**src/common/ccr_pkg.sv**
```systemverilog
// Shared constants and types for the clock chip register access block
package ccr_pkg;
	// Link widths and decoded space
	localparam int          ADDR_W   = 11;
	localparam int          DATA_W   = 8;
	localparam logic [10:0] ADDR_TOP = 11'h6FF;
	// Bank select register
	localparam logic [10:0] A_BANK   = 11'h000;
	localparam int          BANK_BIT = 0;
	localparam logic        BANK_RST = 1'h0;
	// Plain configuration registers
	localparam int          CFG_N    = 15;
	localparam logic [10:0] CFG_ADDR [CFG_N] = '{11'h009, 11'h00A, 11'h00B, 11'h00C, 11'h00D,
		11'h00E, 11'h00F, 11'h012, 11'h013, 11'h014, 11'h015, 11'h01B, 11'h01C, 11'h01D, 11'h01E};
	localparam logic [7:0]  CFG_MASK [CFG_N] = '{8'hBF, 8'h7F, 8'h11, 8'h07, 8'h07,
		8'hFF, 8'hFF, 8'hFF, 8'hFF, 8'hFF, 8'hFF, 8'hE3, 8'hFF, 8'hC7, 8'hFF};
	localparam logic [7:0]  CFG_RST  [CFG_N] = '{8'h00, 8'h00, 8'h00, 8'h00, 8'h00,
		8'h00, 8'h00, 8'h00, 8'h00, 8'h00, 8'h00, 8'h00, 8'h00, 8'h00, 8'h00};
	// Status group: real-time, latched and enable registers
	localparam logic [10:0] A_RT     = 11'h056;
	localparam logic [10:0] A_LATCH  = 11'h059;
	localparam logic [10:0] A_IE     = 11'h05B;
	localparam int          EV_N     = 3;
	localparam int          EV_LSB   = 3;
	localparam logic [2:0]  IE_RST   = 3'h0;
	localparam logic [1:0]  EDGE_RISE = 2'h1;
	localparam logic [1:0]  EDGE_FALL = 2'h2;
	localparam logic [1:0]  EDGE_BOTH = 2'h3;
	localparam logic [1:0]  EV_EDGE [EV_N] = '{EDGE_BOTH, EDGE_RISE, EDGE_BOTH};
	// Multi-byte fields: rate offset, phase shift, rate readback, phase readback
	localparam int          MF_N     = 4;
	localparam logic [10:0] MF_BASE [MF_N] = '{11'h060, 11'h069, 11'h065, 11'h07D};
	localparam logic [2:0]  MF_LEN  [MF_N] = '{3'h5, 3'h4, 3'h4, 3'h4};
	localparam logic [39:0] RATE_RST  = 40'h00_0000_0000;
	localparam logic [31:0] PHASE_RST = 32'h0000_0000;
	// Host command registers on AXI4-Lite
	localparam logic [7:0]  H_ADDR   = 8'h00;
	localparam logic [7:0]  H_WDATA  = 8'h04;
	localparam logic [7:0]  H_CTRL   = 8'h08;
	localparam logic [7:0]  H_STAT   = 8'h0C;
	localparam int          CTRL_GO  = 0;
	localparam int          CTRL_WR  = 1;
	localparam logic [1:0]  RESP_OKAY   = 2'h0;
	localparam logic [1:0]  RESP_SLVERR = 2'h2;
	// Host link sequencer
	typedef enum logic [1:0] {
		HS_IDLE = 2'b01,
		HS_WAIT = 2'b10
	} ccr_hst_type;
endpackage

```
**src/common/ccr_link_if.sv**
```systemverilog
// Register link between host end and device end
`timescale 1ns/100ps
interface ccr_link_if;
	logic        req;
	logic        we;
	logic [10:0] addr;
	logic [7:0]  wdata;
	logic        ack;
	logic [7:0]  rdata;
	modport dev (input req, input we, input addr, input wdata, output ack, output rdata);
	modport host (output req, output we, output addr, output wdata, input ack, input rdata);
endinterface

```
**src/verilog/ccr_event_bit.sv**
```systemverilog
// One latched status bit with synchroniser and edge select
`timescale 1ns/100ps
module ccr_event_bit
	import ccr_pkg::*;
#(
	parameter logic [1:0] EDGE = EDGE_RISE
)(
	input  wire logic clk_i,
	input  wire logic rstn_i,
	input  wire logic sig_i,
	input  wire logic clr_i,
	output logic      level_o,
	output logic      flag_o
);
	logic s1_q;
	logic s2_q;
	logic s3_q;
	logic flag_q;
	wire  rise_w = s2_q & ~s3_q;
	wire  fall_w = ~s2_q & s3_q;
	// Set beats clear so an edge in the clearing cycle stays seen
	wire  set_w  = (EDGE[0] & rise_w) | (EDGE[1] & fall_w);
	wire  flag_d = set_w | (flag_q & ~clr_i);

	// Two-stage synchroniser, third stage only for edge history
	always_ff @(posedge clk_i)
	begin
		if (!rstn_i)
		begin
			s1_q   <= 1'b0;
			s2_q   <= 1'b0;
			s3_q   <= 1'b0;
			flag_q <= 1'b0;
		end
		else
		begin
			s1_q   <= sig_i;
			s2_q   <= s1_q;
			s3_q   <= s2_q;
			flag_q <= flag_d;
		end
	end

	assign level_o = s2_q;
	assign flag_o  = flag_q;
endmodule

```
**src/verilog/ccr_dev.sv**
```systemverilog
// Device end: register bank with staging, status bits and memory bank
//
// Operation
// - Decode 000h to 6FFh, byte-wide registers
// - Bit 7 is MSb, bit 0 LSb
// - Host writes zero to reserved locations
// - Host writes fixed bits with fixed value
// - Read-only fields ignore writes
// - Real-time bits show live signal level
// - Latched bits set on chosen edge
// - Writing one clears latched bit
// - Enabled latched bits raise interrupt request
// - Host ignores reserved status bits
// - Reset restores configuration defaults
// - Ascending writes, lower bytes staged
// - Last byte commits whole field
// - Mid-write reads return committed value
// - Lowest byte read snapshots whole field
// - Writes mid-read overwrite read staging
// - One shared write and read stage
// - Rate, phase offsets and two readbacks
// - Bank bit maps memory above 0x0
// - Bank register always at 0x0
//
// Register access over AXI4-Lite was chosen for this implementation.
`timescale 1ns/100ps
module ccr_dev
	import ccr_pkg::*;
#(
	parameter int NVM_DEPTH = 256
)(
	ccr_link_if.dev                 link,
	input  wire logic               SYS_CLK_I,
	input  wire logic               RSTN_I,
	input  wire logic [EV_N-1:0]    STAT_I,
	input  wire logic [31:0]        RATE_RB_I,
	input  wire logic [31:0]        PHASE_RB_I,
	output logic                    BANK_SEL_O,
	output logic [8*CFG_N-1:0]      CFG_O,
	output logic [39:0]             RATE_OFFSET_O,
	output logic [31:0]             PHASE_SHIFT_O,
	output logic                    IRQ_O
);
	localparam int NVM_AW = $clog2(NVM_DEPTH);

	logic [7:0]      cfg_q [CFG_N];
	logic            bank_q;
	logic [EV_N-1:0] ie_q;
	logic            irq_q;
	logic            ack_q;
	logic [7:0]      rdata_q;
	logic [39:0]     rate_q;
	logic [31:0]     phase_q;
	logic [39:0]     wstage_q;
	logic [39:0]     rstage_q;
	logic [7:0]      nvm_q [NVM_DEPTH];
	logic [EV_N-1:0] ev_level;
	logic [EV_N-1:0] ev_flag;
	logic [7:0]      cfg_rd;
	logic            cfg_any;
	logic [7:0]      rd_d;

	// Multi-byte decode: {hit, field id, byte index}
	function automatic logic [5:0] mf_decode(input logic [10:0] a);
		logic [5:0]  r;
		logic [10:0] off;
		r = 6'h00;
		for (int i = 0; i < MF_N; i++)
		begin
			off = a - MF_BASE[i];
			if (a >= MF_BASE[i] && off < {8'h00, MF_LEN[i]})
				r = {1'b1, 2'(i), off[2:0]};
		end
		return r;
	endfunction

	// Access qualifiers
	wire        in_space = link.addr <= ADDR_TOP;
	wire        is_bank  = link.addr == A_BANK;
	wire        nvm_sel  = bank_q & ~is_bank & in_space;
	wire        reg_sel  = ~bank_q & in_space;
	wire        wr       = link.req & link.we;
	wire        rd       = link.req & ~link.we;
	wire        nvm_ok   = 32'(link.addr) < NVM_DEPTH;
	wire [5:0]  mf       = mf_decode(link.addr);
	wire        mf_hit   = mf[5] & reg_sel;
	wire [1:0]  mf_id    = mf[4:3];
	wire [2:0]  mf_byte  = mf[2:0];
	wire        mf_rw    = ~mf_id[1];
	wire        mf_last  = mf_byte == MF_LEN[mf_id] - 3'h1;
	wire        hit_rt   = reg_sel & link.addr == A_RT;
	wire        hit_lat  = reg_sel & link.addr == A_LATCH;
	wire        hit_ie   = reg_sel & link.addr == A_IE;
	// Committed value of the addressed field, readbacks zero-extended
	wire [39:0] mf_cur   = (mf_id == 2'h0) ? rate_q :
		(mf_id == 2'h1) ? {8'h00, phase_q} :
		(mf_id == 2'h2) ? {8'h00, RATE_RB_I} : {8'h00, PHASE_RB_I};

	// Plain configuration registers, reserved bits forced to zero
	genvar g;
	for (g = 0; g < CFG_N; g++)
	begin : g_cfg
		always_ff @(posedge SYS_CLK_I)
		begin
			if (!RSTN_I)
				cfg_q[g] <= CFG_RST[g];
			else if (wr && reg_sel && link.addr == CFG_ADDR[g])
				cfg_q[g] <= link.wdata & CFG_MASK[g];
		end
		assign CFG_O[8*g +: 8] = cfg_q[g];
	end

	// Latched status cells; clear by writing one at the bit position
	for (g = 0; g < EV_N; g++)
	begin : g_ev
		ccr_event_bit #(
			.EDGE    (EV_EDGE[g])
		) u_ev (
			.clk_i   (SYS_CLK_I),
			.rstn_i  (RSTN_I),
			.sig_i   (STAT_I[g]),
			.clr_i   (wr & hit_lat & link.wdata[EV_LSB+g]),
			.level_o (ev_level[g]),
			.flag_o  (ev_flag[g])
		);
	end

	// Configuration read select
	always_comb
	begin
		cfg_rd  = 8'h00;
		cfg_any = 1'b0;
		for (int i = 0; i < CFG_N; i++)
		begin
			if (link.addr == CFG_ADDR[i])
			begin
				cfg_rd  = cfg_q[i];
				cfg_any = 1'b1;
			end
		end
	end

	// Read data select; anything unmatched reads zero
	always_comb
	begin
		rd_d = 8'h00;
		if (!in_space)
			rd_d = 8'h00;
		else if (is_bank)
			rd_d = 8'({7'h00, bank_q} << BANK_BIT);
		else if (nvm_sel)
			rd_d = nvm_ok ? nvm_q[link.addr[NVM_AW-1:0]] : 8'h00;
		else if (cfg_any)
			rd_d = cfg_rd;
		else if (hit_rt)
			rd_d = 8'({5'h00, ev_level} << EV_LSB);
		else if (hit_lat)
			rd_d = 8'({5'h00, ev_flag} << EV_LSB);
		else if (hit_ie)
			rd_d = 8'({5'h00, ie_q} << EV_LSB);
		else if (mf_hit)
			rd_d = (mf_byte == 3'h0) ? mf_cur[7:0] : rstage_q[8*mf_byte +: 8];
	end

	// Link answer, bank bit, enables and interrupt request
	always_ff @(posedge SYS_CLK_I)
	begin
		if (!RSTN_I)
		begin
			ack_q   <= 1'b0;
			rdata_q <= 8'h00;
			bank_q  <= BANK_RST;
			ie_q    <= IE_RST;
			irq_q   <= 1'b0;
		end
		else
		begin
			ack_q <= link.req;
			if (rd)
				rdata_q <= rd_d;
			if (wr && is_bank)
				bank_q <= link.wdata[BANK_BIT];
			if (wr && hit_ie)
				ie_q <= link.wdata[EV_LSB +: EV_N];
			irq_q <= |(ev_flag & ie_q);
		end
	end

	// Memory bank; contents are not reset
	always_ff @(posedge SYS_CLK_I)
	begin
		if (wr && nvm_sel && nvm_ok)
			nvm_q[link.addr[NVM_AW-1:0]] <= link.wdata;
	end

	// One shared write stage for rate and phase, one shared read stage for all four fields
	always_ff @(posedge SYS_CLK_I)
	begin
		if (!RSTN_I)
		begin
			rate_q   <= RATE_RST;
			phase_q  <= PHASE_RST;
			wstage_q <= 40'h00_0000_0000;
			rstage_q <= 40'h00_0000_0000;
		end
		else
		begin
			if (rd && mf_hit && mf_byte == 3'h0)
				rstage_q <= mf_cur;
			if (wr && mf_hit && mf_rw)
			begin
				rstage_q[8*mf_byte +: 8] <= link.wdata;
				if (!mf_last)
					wstage_q[8*mf_byte +: 8] <= link.wdata;
				else if (mf_id == 2'h0)
					rate_q <= {link.wdata, wstage_q[31:0]};
				else
					phase_q <= {link.wdata, wstage_q[23:0]};
			end
		end
	end

	// Field outputs change only on commit, so mid-write reads see old value
	assign RATE_OFFSET_O = rate_q;
	assign PHASE_SHIFT_O = phase_q;
	assign BANK_SEL_O    = bank_q;
	assign IRQ_O         = irq_q;
	assign link.ack      = ack_q;
	assign link.rdata    = rdata_q;
endmodule

```
**src/flat_wrapper.sv**
```systemverilog
// flat-port wrapper written by rule: the top's interface ports become plain ports
module ccr_dev_flat import ccr_pkg::*;
#(
	parameter int NVM_DEPTH = 256
)
  (SYS_CLK_I, RSTN_I, STAT_I, RATE_RB_I, PHASE_RB_I, BANK_SEL_O, CFG_O, RATE_OFFSET_O, PHASE_SHIFT_O, IRQ_O, link_req, link_we, link_addr, link_wdata, link_ack, link_rdata);
  ccr_link_if link_i ();
  input  wire logic SYS_CLK_I;
  input  wire logic RSTN_I;
  input  wire logic [EV_N-1:0] STAT_I;
  input  wire logic [31:0] RATE_RB_I;
  input  wire logic [31:0] PHASE_RB_I;
  output logic BANK_SEL_O;
  output logic [8*CFG_N-1:0] CFG_O;
  output logic [39:0] RATE_OFFSET_O;
  output logic [31:0] PHASE_SHIFT_O;
  output logic IRQ_O;
  input wire logic [$bits(link_i.req)-1:0] link_req;
  input wire logic [$bits(link_i.we)-1:0] link_we;
  input wire logic [$bits(link_i.addr)-1:0] link_addr;
  input wire logic [$bits(link_i.wdata)-1:0] link_wdata;
  output wire logic [$bits(link_i.ack)-1:0] link_ack;
  output wire logic [$bits(link_i.rdata)-1:0] link_rdata;
  assign link_i.req = link_req;
  assign link_i.we = link_we;
  assign link_i.addr = link_addr;
  assign link_i.wdata = link_wdata;
  assign link_ack = link_i.ack;
  assign link_rdata = link_i.rdata;
  ccr_dev #(.NVM_DEPTH(NVM_DEPTH)) u_core (.link(link_i), .SYS_CLK_I(SYS_CLK_I), .RSTN_I(RSTN_I), .STAT_I(STAT_I), .RATE_RB_I(RATE_RB_I), .PHASE_RB_I(PHASE_RB_I), .BANK_SEL_O(BANK_SEL_O), .CFG_O(CFG_O), .RATE_OFFSET_O(RATE_OFFSET_O), .PHASE_SHIFT_O(PHASE_SHIFT_O), .IRQ_O(IRQ_O));
endmodule
```
**config.mk**
```make
export PLATFORM = sky130hd
export DESIGN_NAME = ccr_dev_flat
export DESIGN_NICKNAME = d
export VERILOG_FILES = /design/src/common/ccr_pkg.sv /design/src/common/ccr_link_if.sv /design/src/verilog/ccr_event_bit.sv /design/src/verilog/ccr_dev.sv /design/src/flat_wrapper.sv
export SDC_FILE = /design/constraint.sdc
export NUM_CORES = 2
export LEC_CHECK = 0
export ABC_AREA = 1
export BUFFER_PORTS_ARGS = -buffer_cell sky130_fd_sc_hd__buf_2
export CAP_MARGIN = 20
export CORE_MARGIN = 4
export CORE_UTILIZATION = 44
export DETAILED_ROUTE_END_ITERATION = 6
export SLEW_MARGIN = 5
export SYNTH_ARGS = -nofsm -noshare
export SYNTH_HDL_FRONTEND = slang
export SYNTH_SLANG_ARGS = --single-unit
```
**constraint.sdc**
```tcl
create_clock -name SYS_CLK_I -period 10.55 [get_ports SYS_CLK_I]
set_input_delay 1.055 -clock SYS_CLK_I [delete_from_list [all_inputs] [get_ports SYS_CLK_I]]
set_output_delay 1.055 -clock SYS_CLK_I [all_outputs]
set_load 0.01 [all_outputs]
```
==> results.cfg <==
[setup_path]
cp_common_cell = nand2_1
critical_path_required_ns = 11.28
critPathKind = in2reg
path_max_fanout = 126
cp_slowest_stage_delay_ns = 1.00
critical-path-top-delay-family = simple AND/OR/NAND/NOR gates
cp-end-kind = register
critical_path.startpoint_type = primary input
cp.arrival_ns = 9.26
cp_num_buf_inv = 5
timing.reg2reg.setup_slack_ns = 6.87
slowest_stage = inv_2

[sta]
final.setup_skew_ns = 0.0340
final-hold-violation-count = 0
min_period_over_period_pct = 80.9
finalSetupViolCount = 0
tightestPinTransition_ns = 1.14
max_slew_margin_pct = 23.7
rsz0062_at_grt = no
fmax_mhz = 117
fin_tns_setup_ns = 0
period_needed_ns = 8.53
slew_viol_final = 0

[route]
top_layer = met5
drc = 1
wl_met3_um = 26600
wl_per_cell_um = 25.4
final_antenna_net_count = 0
drtIter0Drc = 8439
vias = 64899
routed_wl_um = 279000
met1Wirelength_um = 115000
vias_per_cell = 5.91
dr_wl_met2_um = 129000
dr.pass1.iters = 7

[placed_design]
gp_congestion = 0.917
placed_cells = 10547
port_buffers = 268
hpwl_um = 163000

[die]
pin_count = 293
die_w_um = 470
fp.dieH_um = 470
core_area_mm2 = 0.212
rows = 169
start_util_pct = 44.3
die_area_mm2 = 0.221

[synthesis]
avgSynthCellArea_um2 = 11.9
yosysSeqAreaShare_pct = 72.2
synth_seq_cells = 2314
synthCells = 7893
yosysMostFrequentCell = edfxtp_1
synth_edf_count = 2144
yosysWarnings = 0
synth_top_area_share_pct = 68.6
syn_area_mm2 = 0.0939
synth_area_leaders = edfxtp_1, o21ai_0, nor2_1, dfxtp_1, nand2_1
synth_area_leader_cell = edfxtp_1
ys.flop_type = edfxtp_1
synthArstFlopShare_pct = 0
ys_types = 47
synth_commonest_cells = edfxtp_1, nor2_1, o21ai_0, nand2_1, clkbuf_1

[cells_and_area]
area.growth.synth_to_final_pct = 11.6
stdcell_count = 10974
ff_latch_area_mm2 = 0.0678
nets = 8063
multiInputGateArea_mm2 = 0.0231
drive_gt1_share_pct = 9.45
num-fill-cells = 18474

[global_route]
grt_pass1_wl_um = 409000
antenna_found_initial = 16
grt_start_max_net_pins = 182
grt.overflow.total = 0
grt_use_total_pct = 24.4
grt_pass1_vias = 61304

[outcome]
status = finished with violations
violations = DRC

[pwr]
leakagePower_nw = 34.3
ir_worst_vdd_mv = 0.193
powerDensity_mw_per_mm2 = 181

[clock_network]
clock_latency_ns = 0.87
ctsRootBufferMaster = clkbuf_16
htreeDepth = 4
hold_buffers = 0
cts_setup_buffers = 0
cts.path.max_buffers = 3
clock_sinks = 2314
clkTransAtPathRegs_ns = 0.06
numCtsBuffers = 227
cts_tree = yes
post_cts_resized = 0

[worst_hold_path]
hold_path_class = in2reg

[flow_run]
maxCapViolations = 0
layout by cell type (no fill, tap or decap), types with 7 or more instances in the layout:
master,count
buf_8,9
or2_2,11
o211ai_1,42
edfxtp_1,2144
o22ai_1,273
nor2_1,1498
nand4_1,59
buf_2,264
buf_4,93
a211oi_1,43
bufinv_16,15
a21oi_1,237
ha_1,10
inv_1,208
inv_2,13
nand2_1,856
nor2_4,10
clkinv_1,52
nor3_1,18
dfxtp_1,170
nand2_2,18
nand2_4,8
clkbuf_1,53
conb_1,32
o21ai_0,1226
nand3_1,170
clkbuf_16,229
buf_12,7
clkinv_2,41
o221ai_1,258
power breakdown:
part	leakage [nW]	total (mW)	switching (mW)	internal [mW]
clock network	3.50	7.85	3.46	4.39
registers	20.8	10.0	0.0100	10.0
logic	9.99	1.05	0.814	0.239
total	34.3	18.9	4.29	14.7
worst reg2reg max path, cell delays in order, from the launching register on:
cell	delay [ns]
edfxtp_1	0.35
o21ai_0	0.17
o22ai_1	0.11
nand2_1	0.10
o221ai_1	0.44
nand2_1	0.23
a21oi_1	0.08
a21oi_1	0.81
o22ai_1	0.30
nor2_1	0.17
nand3_1	0.29
nand2_1	0.24
a21oi_1	0.11
nand2_1	0.09
a21oi_1	0.06
layer usage:
| metal | up-vias | GRT usage (%) |
|---|---|---|
| li1 | 28859 | - |
| met1 | 32461 | 34.2 |
| met2 | 3088 | 38.2 |
| met3 | 479 | 5.20 |
| met4 | 12 | 7.84 |
| met5 | - | 0 |
flip-flops by register name, indices dropped and copies added (netlist names):
signal	count
u_core.RATE_OFFSET_O	40
u_core.ie_q	3
u_core.g_ev.u_ev.flag_o	3
u_core.nvm_q	2048
u_core.PHASE_SHIFT_O	32
u_core.BANK_SEL_O	1
u_core.link.ack	1
u_core.rstage_q	40
u_core.g_ev.u_ev.s1_q	3
u_core.IRQ_O	1
u_core.cfg_q	96
u_core.link.rdata	8
u_core.wstage_q	32
u_core.g_ev.u_ev.s3_q	3
u_core.g_ev.u_ev.level_o	3
final cells by class:
cell class / count / share of cell area [%]
clock buffer: 291 / 5.74
timing repair buffer: 374 / 2.20
multi-input combinational: 4815 / 22.1
antenna: 4 / 0.00955
sequential: 2314 / 64.7
tap: 2821 / 3.37
clock inverter: 124 / 1.08
inverter: 231 / 0.856
kinds of logic after synthesis:
kind of cell	Yosys count	synth area share [%]
buffers and inverters	795	3.37
AND/OR/NAND/NOR	2668	11.3
AO/OA/AOI/OAI	2102	12.9
XOR/XNOR	3	0.0280
other	1	0.00399
adder cells (fa/ha/maj)	10	0.133
flip-flops	2314	72.2
per-stage QoR:
step	instance area, um2	power (mW)	util [%]	setup slack, ns	hold slack (ns)
final	105000	18.9	49.4	2.02	0.372
after global routing	105000	19.5	49.4	1.47	0.350
after global placement	97600	11.3	46.0	1.57	0.403
after detailed placement	97600	11.3	46.0	1.36	0.404
after CTS	105000	19.0	49.4	2.25	0.306
after floorplan	94000	10.8	-	5.07	0.390
final timing paths:
| kind | startpoint | to | cells after the start |
|---|---|---|---|
| hold reg to reg | u_core.g_ev[2].u_ev.s1_q | u_core.g_ev[2].u_ev.level_o | 2 |
| setup reg to reg | u_core.nvm_q[114][3] | u_core.link.rdata[3] | 14 |
| hold / removal | STAT_I[0] | u_core.g_ev[0].u_ev.s1_q | 3 |
| setup / recovery | link_addr[0] | u_core.rstage_q[14] | 26 |
No activity file was read; power rests on OpenSTA's default activity.
